### src/design/cbs_pkg.sv
// Package with opcodes, flag positions and cycle counts for the branch unit
package cbs_pkg;
  localparam int PC_W = 16;
  localparam int K_W = 7;
  localparam int IO_AW = 5;
  localparam int FLAG_W = 8;
  // Status flag positions
  localparam logic [2:0] FLAG_C_POS = 3'h0;
  localparam logic [2:0] FLAG_Z_POS = 3'h1;
  localparam logic [2:0] FLAG_N_POS = 3'h2;
  // Cycle counts
  localparam logic [1:0] CYC_ONE = 2'h1;
  localparam logic [1:0] CYC_TWO = 2'h2;
  localparam logic [1:0] CYC_THREE = 2'h3;
  localparam logic [PC_W-1:0] PC_RESET = 16'h0000;
  localparam logic [PC_W-1:0] PC_ONE = 16'h0001;
  localparam logic [PC_W-1:0] PC_TWO = 16'h0002;
  localparam logic [PC_W-1:0] PC_THREE = 16'h0003;
  // Operation codes presented on op_i
  typedef enum logic [3:0] {
    CBS_OP_NONE = 4'h0,
    CBS_OP_SKIP_IO_SET = 4'h1,
    CBS_OP_BR_SBIT_SET = 4'h2,
    CBS_OP_BR_SBIT_CLR = 4'h3,
    CBS_OP_BR_EQUAL = 4'h4,
    CBS_OP_BR_NOT_EQUAL = 4'h5,
    CBS_OP_BR_CARRY_SET = 4'h6,
    CBS_OP_BR_CARRY_CLR = 4'h7,
    CBS_OP_BR_SAME_HIGHER = 4'h8,
    CBS_OP_BR_LOWER = 4'h9,
    CBS_OP_BR_MINUS = 4'ha,
    CBS_OP_BR_PLUS = 4'hb
  } cbs_op_t;
endpackage : cbs_pkg

### src/design/cbs_unit.sv
// Conditional branch and skip unit: program counter update and cycle count
// Function
// - I/O bit set skips the next instruction in 1, 2 or 3 cycles.
// - Status bit set branch loads PC+k+1 when bit s is one.
// - Status bit clear branch loads PC+k+1 when bit s is zero.
// - Equal branch loads PC+k+1 when the zero flag is one.
// - Not-equal branch loads PC+k+1 when the zero flag is zero.
// - Carry-set and lower branches load PC+k+1 when carry is one.
// - Carry-clear and same-or-higher load PC+k+1 when carry is zero.
// - Minus branch loads PC+k+1 when negative is one, flags untouched.
// - Plus branch loads PC+k+1 when negative is zero, 1 or 2 cycles.
module cbs_unit
  import cbs_pkg::*;
(
  // Clock and reset
  input wire logic clk_i,
  input wire logic rst_i,
  // Instruction issue
  input wire logic issue_i,
  input wire cbs_op_t op_i,
  input wire logic [2:0] sel_i,
  input wire logic [K_W-1:0] offset_i,
  input wire logic [IO_AW-1:0] io_addr_i,
  input wire logic skip_two_word_i,
  // Processor state read by the unit
  input wire logic [PC_W-1:0] pc_i,
  input wire logic [FLAG_W-1:0] flags_i,
  input wire logic [FLAG_W-1:0] io_data_i,
  input wire logic [2:0] io_bit_sel_i,
  // Results
  output logic [PC_W-1:0] pc_next_o,
  output logic pc_load_o,
  output logic [1:0] cycles_o,
  output logic taken_o,
  output logic busy_o,
  output logic [IO_AW-1:0] io_addr_o,
  output logic [FLAG_W-1:0] flags_o
);
  logic taken;
  logic is_branch;
  logic io_bit;
  logic [PC_W-1:0] pc_q, pc_d;
  logic load_q, load_d;
  logic [1:0] cyc_q, cyc_d;
  logic tk_q, tk_d;
  logic [1:0] wait_q, wait_d;
  logic [IO_AW-1:0] ioa_q, ioa_d;
  logic [FLAG_W-1:0] fl_q, fl_d;
  logic busy_q, busy_d;
  logic accept;

  // Sign extension of the word offset
  function automatic logic [PC_W-1:0] sext_k(input logic [K_W-1:0] k);
    sext_k = {{(PC_W-K_W){k[K_W-1]}}, k};
  endfunction : sext_k

  assign io_bit = io_data_i[io_bit_sel_i];

  // Illegal codes and issues during a stall are dropped silently
  assign accept = issue_i && !busy_q
    && (is_branch || op_i == CBS_OP_SKIP_IO_SET);

  cbs_cond_eval cbs_cond_eval_inst (
    .op_i(op_i),
    .sel_i(sel_i),
    .flags_i(flags_i),
    .io_bit_i(io_bit),
    .taken_o(taken),
    .is_branch_o(is_branch)
  );

  // Next program counter and cycle count; stall cycles block new issues
  always_comb begin
    pc_d = pc_q;
    load_d = 1'b0;
    cyc_d = cyc_q;
    tk_d = tk_q;
    wait_d = (wait_q != 2'h0) ? wait_q - 2'h1 : 2'h0;
    ioa_d = ioa_q;
    fl_d = flags_i; // Flags pass through, never written here
    if (accept) begin
      load_d = 1'b1;
      ioa_d = io_addr_i;
      tk_d = taken;
      if (is_branch) begin
        if (taken) begin
          pc_d = pc_i + sext_k(offset_i) + PC_ONE;
          cyc_d = CYC_TWO;
        end else begin
          pc_d = pc_i + PC_ONE;
          cyc_d = CYC_ONE;
        end
      end else if (taken) begin
        // One or two words skipped
        pc_d = pc_i + (skip_two_word_i ? PC_THREE : PC_TWO);
        cyc_d = skip_two_word_i ? CYC_THREE : CYC_TWO;
      end else begin
        pc_d = pc_i + PC_ONE;
        cyc_d = CYC_ONE;
      end
      wait_d = cyc_d - 2'h1;
    end
    busy_d = (wait_d != 2'h0); // Registered so busy_o is a flop
  end

  // State registers
  always_ff @(posedge clk_i) begin
    if (rst_i) begin
      pc_q <= PC_RESET;
      load_q <= 1'b0;
      cyc_q <= 2'h0;
      tk_q <= 1'b0;
      wait_q <= 2'h0;
      ioa_q <= '0;
      fl_q <= '0;
      busy_q <= 1'b0;
    end else begin
      pc_q <= pc_d;
      load_q <= load_d;
      cyc_q <= cyc_d;
      tk_q <= tk_d;
      wait_q <= wait_d;
      ioa_q <= ioa_d;
      fl_q <= fl_d;
      busy_q <= busy_d;
    end
  end

  assign pc_next_o = pc_q;
  assign pc_load_o = load_q;
  assign cycles_o = cyc_q;
  assign taken_o = tk_q;
  assign busy_o = busy_q;
  assign io_addr_o = ioa_q;
  assign flags_o = fl_q;

  // Taken branch lands at PC+k+1 with two cycles
  a_branch_target: assert property (
    @(posedge clk_i) disable iff (rst_i)
    issue_i && !busy_o && is_branch && taken |=>
    pc_next_o == $past(pc_i) + sext_k($past(offset_i)) + PC_ONE
    && cycles_o == CYC_TWO)
    else $error("taken branch target or cycle count wrong");
  // Untaken branch falls through in one cycle
  a_branch_fall: assert property (
    @(posedge clk_i) disable iff (rst_i)
    issue_i && !busy_o && is_branch && !taken |=>
    pc_next_o == $past(pc_i) + PC_ONE && cycles_o == CYC_ONE && !busy_o)
    else $error("untaken branch did not fall through");
  // Taken branch stalls exactly one extra cycle
  a_branch_stall: assert property (
    @(posedge clk_i) disable iff (rst_i)
    issue_i && !busy_o && is_branch && taken |=> busy_o ##1 !busy_o)
    else $error("taken branch stall length wrong");
  // Status bit branches test the selected bit
  a_sbit_set: assert property (
    @(posedge clk_i) disable iff (rst_i)
    issue_i && !busy_o && op_i == CBS_OP_BR_SBIT_SET |=>
    taken_o == $past(flags_i[sel_i]))
    else $error("status bit set branch wrong sense");
  a_sbit_clear: assert property (
    @(posedge clk_i) disable iff (rst_i)
    issue_i && !busy_o && op_i == CBS_OP_BR_SBIT_CLR |=>
    taken_o != $past(flags_i[sel_i]))
    else $error("status bit clear branch wrong sense");
  // Equal branch follows zero flag
  a_equal_cond: assert property (
    @(posedge clk_i) disable iff (rst_i)
    issue_i && !busy_o && op_i == CBS_OP_BR_EQUAL |=>
    taken_o == $past(flags_i[FLAG_Z_POS]))
    else $error("equal branch ignored zero flag");
  // Not-equal branch follows inverted zero flag
  a_ne_cond: assert property (
    @(posedge clk_i) disable iff (rst_i)
    issue_i && !busy_o && op_i == CBS_OP_BR_NOT_EQUAL |=>
    taken_o != $past(flags_i[FLAG_Z_POS]))
    else $error("not-equal branch wrong sense");
  // Lower and carry-set agree
  a_lower_cond: assert property (
    @(posedge clk_i) disable iff (rst_i)
    issue_i && !busy_o && (op_i == CBS_OP_BR_LOWER
    || op_i == CBS_OP_BR_CARRY_SET) |=>
    taken_o == $past(flags_i[FLAG_C_POS]))
    else $error("carry set branch wrong");
  // Same-or-higher and carry-clear agree
  a_higher_cond: assert property (
    @(posedge clk_i) disable iff (rst_i)
    issue_i && !busy_o && (op_i == CBS_OP_BR_SAME_HIGHER
    || op_i == CBS_OP_BR_CARRY_CLR) |=>
    taken_o != $past(flags_i[FLAG_C_POS]))
    else $error("carry clear branch wrong");
  // Minus and plus follow negative flag
  a_minus_cond: assert property (
    @(posedge clk_i) disable iff (rst_i)
    issue_i && !busy_o && op_i == CBS_OP_BR_MINUS |=>
    taken_o == $past(flags_i[FLAG_N_POS]) && flags_o == $past(flags_i))
    else $error("minus branch wrong or flags changed");
  a_plus_cond: assert property (
    @(posedge clk_i) disable iff (rst_i)
    issue_i && !busy_o && op_i == CBS_OP_BR_PLUS |=>
    taken_o != $past(flags_i[FLAG_N_POS]))
    else $error("plus branch wrong sense");
  // Skip advances by two or three with matching cycles, then stalls
  a_skip_len: assert property (
    @(posedge clk_i) disable iff (rst_i)
    issue_i && !busy_o && op_i == CBS_OP_SKIP_IO_SET && io_bit
    |=> pc_next_o == $past(pc_i) + ($past(skip_two_word_i) ? PC_THREE
    : PC_TWO) && busy_o)
    else $error("skip length or stall wrong");
  a_skip_cycles: assert property (
    @(posedge clk_i) disable iff (rst_i)
    issue_i && !busy_o && op_i == CBS_OP_SKIP_IO_SET && io_bit
    && skip_two_word_i |=> cycles_o == CYC_THREE ##1 busy_o ##1 !busy_o)
    else $error("two-word skip cycle count wrong");
  // Short skip costs two cycles
  a_skip_short: assert property (
    @(posedge clk_i) disable iff (rst_i)
    issue_i && !busy_o && op_i == CBS_OP_SKIP_IO_SET && io_bit
    && !skip_two_word_i |=> cycles_o == CYC_TWO ##1 !busy_o)
    else $error("one-word skip cycle count wrong");
  // Bit clear means no skip, one cycle
  a_skip_none: assert property (
    @(posedge clk_i) disable iff (rst_i)
    issue_i && !busy_o && op_i == CBS_OP_SKIP_IO_SET && !io_bit |=>
    pc_next_o == $past(pc_i) + PC_ONE && cycles_o == CYC_ONE && !taken_o)
    else $error("skip taken with bit clear");
  // Issues during a stall must not load again
  a_stall_refuse: assert property (
    @(posedge clk_i) disable iff (rst_i)
    issue_i && busy_o |=> !pc_load_o)
    else $error("issue accepted during stall");
  // Offset sign extension
  a_sext_neg: assert property (
    @(posedge clk_i) disable iff (rst_i)
    issue_i && !busy_o && is_branch && taken && offset_i[K_W-1] |=>
    pc_next_o != $past(pc_i) + {{(PC_W-K_W){1'b0}}, $past(offset_i)}
    + PC_ONE)
    else $error("negative offset not sign extended");
endmodule : cbs_unit

### src/design/cbs_cond_eval.sv
// Condition evaluator: decides whether a branch or skip is taken
module cbs_cond_eval
  import cbs_pkg::*;
(
  // Operation and operands
  input wire cbs_op_t op_i,
  input wire logic [2:0] sel_i,
  input wire logic [FLAG_W-1:0] flags_i,
  input wire logic io_bit_i,
  // Decision
  output logic taken_o,
  output logic is_branch_o
);
  // Flag test, set sense or clear sense
  always_comb begin
    taken_o = 1'b0;
    is_branch_o = 1'b1;
    unique case (op_i)
      CBS_OP_SKIP_IO_SET: begin
        is_branch_o = 1'b0;
        taken_o = io_bit_i;
      end
      CBS_OP_BR_SBIT_SET: taken_o = flags_i[sel_i];
      CBS_OP_BR_SBIT_CLR: taken_o = !flags_i[sel_i];
      CBS_OP_BR_EQUAL: taken_o = flags_i[FLAG_Z_POS];
      CBS_OP_BR_NOT_EQUAL: taken_o = !flags_i[FLAG_Z_POS];
      CBS_OP_BR_CARRY_SET,
      CBS_OP_BR_LOWER: taken_o = flags_i[FLAG_C_POS];
      CBS_OP_BR_CARRY_CLR,
      CBS_OP_BR_SAME_HIGHER: taken_o = !flags_i[FLAG_C_POS];
      CBS_OP_BR_MINUS: taken_o = flags_i[FLAG_N_POS];
      CBS_OP_BR_PLUS: taken_o = !flags_i[FLAG_N_POS];
      default: is_branch_o = 1'b0;
    endcase
  end
endmodule : cbs_cond_eval

### config.mk
export PLATFORM = sky130hd
export DESIGN_NAME = cbs_unit
export DESIGN_NICKNAME = d
export VERILOG_FILES = /design/src/design/cbs_pkg.sv /design/src/design/cbs_unit.sv /design/src/design/cbs_cond_eval.sv
export SDC_FILE = /design/constraint.sdc
export NUM_CORES = 1
export LEC_CHECK = 0
export ABC_AREA = 1
export BUFFER_PORTS_ARGS = -buffer_cell sky130_fd_sc_hd__buf_4
export CAP_MARGIN = 20
export CORE_MARGIN = 2
export CORE_UTILIZATION = 48
export CTS_CLUSTER_SIZE = 10
export DETAILED_ROUTE_END_ITERATION = 8
export PLACE_DENSITY_LB_ADDON = 0.15
export SLEW_MARGIN = 20
export SYNTH_ARGS = -nofsm -noshare
export SYNTH_HDL_FRONTEND = slang
export SYNTH_HIERARCHICAL = 1
export SYNTH_SLANG_ARGS = --single-unit
### constraint.sdc
create_clock -name clk_i -period 1.8 [get_ports clk_i]
set_input_delay 0.09 -clock clk_i [delete_from_list [all_inputs] [get_ports clk_i]]
set_output_delay 0.09 -clock clk_i [all_outputs]
set_load 0.05 [all_outputs]
==> key figures <==
Floorplanning
  • Floorplan row count: 29
  • Placeable core region: 6460 um2
  • Width of the die: 86.3 um
  • Die Ht: 86.3 um
  • I/O pins: 92
  • Overall die area: about 7400 um2
  • Effective utilization at floorplan: 0.503

Synth
  • Top cells by area, synth: sky130_fd_sc_hd__dfxtp_1 22%, sky130_fd_sc_hd__nand2_1 15%, sky130_fd_sc_hd__nand3_1 9.5%
  • Most instantiated flip-flop cell in the synthesis netlist: sky130_fd_sc_hd__dfxtp_1
  • Average cell area after synthesis: just under 6 um2
  • #FFs+latches synth: 35
  • Area fraction of the dominant cell type after synthesis: 0.216
  • Area of the mapped netlist: between 3000 and 4000 um2
  • YS warnings: 6
  • Fraction of registers with async set or reset after synthesis: 0
  • Synth Area in Simple Gates: 0.414
  • Post-synthesis sequential area ratio: 0.216
  • Number of standard cells after synthesis: 546
  • Count of unique library cells instantiated by Yosys: 39
  • Post-Synthesis Net Count: 623
  • Adder-cell share of the synthesized area: 0.0755
  • Compound-cell area share of the yosys netlist: 0.162
  • Main combinational cell family by area after synthesis: simple AND/OR/NAND/NOR gates
  • Count of flip-flops with a built-in enable after synthesis: 0
  • Post-synthesis cell type with the largest combined area: sky130_fd_sc_hd__dfxtp_1
  • Parity-gate share of the synthesized area counting xor and xnor cells: 0.0135
  • Proportion of synthesized area in mux cells: 0.00347

Place
  • Final GP Congestion: 0.905
  • Quantity of I/O buffers inserted on ports: 91
  • Post-DP HPWL: 7720 um

Critical path
  • Ordered cell list for the critical path: buf_4 -> o21ai_0 -> o32ai_1 -> mux2_2 -> nand3_1 -> nand2_1 -> nor2_2 -> nand3_2 -> nand2_2 -> o21ai_1 -> or2_2 -> nand3_1 -> nand2_1
  • Category of the worst setup path capture point: flop
  • Data required, critical path: approximately 2.0 ns
  • Worst setup path class: in -> reg
  • Arrival time of the worst setup path: 1.82 ns
  • Minimum setup slack among reg-to-reg paths: 0.51 ns
  • CP Launch Type: input pin
  • Crit path max-delay cell type: sky130_fd_sc_hd__or2_2
  • Worst stage delay on the critical path: around 0.32 ns
  • CP Max Fanout: 5

Pwr
  • Largest voltage drop on the vdd net: 0.431 mV
  • Power after layout: 2840 uW
  • Leakage component of the power: 0.00220 uW
  • Areal power density over the cells: 675 nW/um2

Clock network
  • Clock-pin slew on the worst setup and hold paths: around 0.070 ns
  • Number of buffers added by the clock tree synthesis step: 5
  • Maximum buffer depth of the clock tree: 2
  • Worst skew pair latency: 0.29 ns
  • Clock sink count: 35
  • TritonCTS clock tree: yes
  • Clock tree root driver cell: sky130_fd_sc_hd__clkbuf_8
  • Number of resized instances in the post-cts repair step: 0
  • Clock H-tree levels: 2
  • Hold-fix buffers at CTS: 0
  • Post-CTS Setup Bufs: 0

STA
  • Count of final hold-check violations: 0
  • Part of the cycle the worst path needs: 0.912
  • Maximum clock rate: 0.609 GHz
  • Slew at the pin closest to its max-slew limit: around 0.51 ns
  • Number of setup violations in the final report: 0
  • Maximum clock skew at final layout: 0.00303 ns
  • Unrepaired setup endpoints after global routing: no
  • Time the worst path needs with I/O delays and setup: 1.64 ns
  • Relative slew slack: 0.660
  • Max-slew violation count: 0

Layout
  • Share of layout cells above drive strength 1: 0.237
  • Most common library cell in the layout ignoring fill and taps: sky130_fd_sc_hd__nand2_1
  • Synth-to-Final Area Change: 29.6%
  • Highest-count cells in the layout ignoring fill and taps: 132 x sky130_fd_sc_hd__nand2_1, 108 x sky130_fd_sc_hd__buf_4, 70 x sky130_fd_sc_hd__inv_1, 65 x sky130_fd_sc_hd__nor2_1, 62 x sky130_fd_sc_hd__nand3_1
  • Number of fillers in the final layout: 586
  • ANT cells: 0
  • Final nets: 726
  • Final core utilization: 0.652

Route
  • Detailed-route DRC error count: 0
  • Total via count in the routed design: 3819
  • First-pass iteration count of the detailed router: 5
  • DR WL/cell: about 13 um
  • Post-Route WL: 9560 um
  • Iteration-0 DRC count of the detailed router: 132
  • Ratio of routed vias to standard cells: between 5 and 6
  • Routed Antenna Nets: 0

Global route
  • Met3 track utilization from global routing: 0.0438
  • GR met1 Demand/Resource: 0.308
  • Global router's overall resource usage: 0.260
  • Busiest metal layer after global routing: met2
  • Vias in the first global route: 3717
  • Wire length of the first global-routing pass: 15800 um
  • Total congestion overflow: 0
  • Met2 routing resource usage after global routing: 0.483
  • Maximum number of pins on one net before global-route repair: 21
  • Antenna violations before repair: 0

Job
  • Number of violations of the max-capacitance limit: 0

Min path
  • Min-delay worst type: in -> reg

Run status
  • Run status: finished, final reports clean
==> sequential cells by signal (all words and copies together), names as in the netlist <==
signal / flops
wait_q: 2
pc_load_o: 1
io_addr_o: 5
pc_next_o: 16
flags_o: 8
cycles_o: 2
busy_o: 1
==> report_power, final <==
part           internal (uW)  switching (uW)  leakage (uW)
registers                842            35.1      0.000289
logic                    453             776       0.00185
clock network            448             289     0.0000612
==> worst paths after layout <==
check,startpoint,end,cells past startpoint
worst max-delay path,io_bit_sel_i[0],busy_o$_SDFF_PP0_,13
worst max register to register,busy_o$_SDFF_PP0_,io_addr_o[3]$_SDFFE_PP0P_,4
worst min-delay path,flags_i[5],flags_o[5]$_SDFF_PP0_,3
worst min register to register,pc_next_o[3]$_SDFFE_PP0P_,pc_next_o[3]$_SDFFE_PP0P_,2
==> critical path: cells and delay by family <==
kind                   cells  cell delay, ns
muxes                      1            0.26
buffers and inverters      1            0.13
AOI/OAI and AO/OA          3            0.36
and+or+nand+nor            8            0.97
==> layout make-up <==
cell class | instances | area (um2) | area share
Tap cell | 77 | 96.3 | 0.0229
Sequential cell | 35 | 701 | 0.166
Clock buffer | 6 | 82.6 | 0.0196
Multi-Input combinational cell | 420 | 2180 | 0.518
Timing Repair Buffer | 109 | 822 | 0.195
Inverter | 78 | 295 | 0.0701
Clock inverter | 2 | 35.0 | 0.00832
==> Yosys cell counts, types with 2 or more instances <==
master,instances
sky130_fd_sc_hd__buf_2,3
sky130_fd_sc_hd__nor2_1,65
sky130_fd_sc_hd__a21oi_1,41
sky130_fd_sc_hd__nand3_1,62
sky130_fd_sc_hd__xnor2_1,2
sky130_fd_sc_hd__nand3b_1,6
sky130_fd_sc_hd__ha_1,18
sky130_fd_sc_hd__nor2_2,5
sky130_fd_sc_hd__inv_1,70
sky130_fd_sc_hd__xor2_1,3
sky130_fd_sc_hd__o21ai_2,2
sky130_fd_sc_hd__buf_4,6
sky130_fd_sc_hd__nand4_1,3
sky130_fd_sc_hd__nand2_1,133
sky130_fd_sc_hd__o32ai_1,2
sky130_fd_sc_hd__clkbuf_1,3
sky130_fd_sc_hd__nor2_4,7
sky130_fd_sc_hd__dfxtp_1,35
sky130_fd_sc_hd__or2_2,3
sky130_fd_sc_hd__nand3_2,4
sky130_fd_sc_hd__nand2_2,5
sky130_fd_sc_hd__a31oi_1,3
sky130_fd_sc_hd__inv_2,6
sky130_fd_sc_hd__o21ai_1,2
sky130_fd_sc_hd__nor3_1,2
sky130_fd_sc_hd__o21ai_0,42
==> metal layers <==
| metal | share of wire | wire (um) | vias to the layer above |
|---|---|---|---|
| met5 | 0 | 0 | - |
| met3 | 0.054 | 513 | 20 |
| met2 | 0.50 | 4810 | 120 |
| li1 | - | - | 1981 |
| met4 | 0.022 | 214 | 0 |
| met1 | 0.42 | 4020 | 1698 |
==> cell families after synthesis <==
| family | count (synthesis) |
|---|---|
| AO/OA/AOI/OAI | 98 |
| XOR/XNOR | 5 |
| adder cells (fa/ha/maj) | 19 |
| buffers and inverters | 91 |
| flip-flops | 35 |
| multiplexers | 1 |
| AND/OR/NAND/NOR | 297 |
==> per-stage QoR <==
step,area (um2),setup TNS (ns),setup WS [ns],cells,hold WS (ns)
floorplan,3250,0,0.0349,546,0.159
global placement,4080,-0.451,-0.110,719,0.303
detailed placement,4080,-1.28,-0.181,719,0.309
CTS,4200,0,0.124,727,0.00915
global route,4210,0,0.0148,727,0.0239
finish,4210,0,0.159,727,0.0133
(Power assumes the default switching activity.)
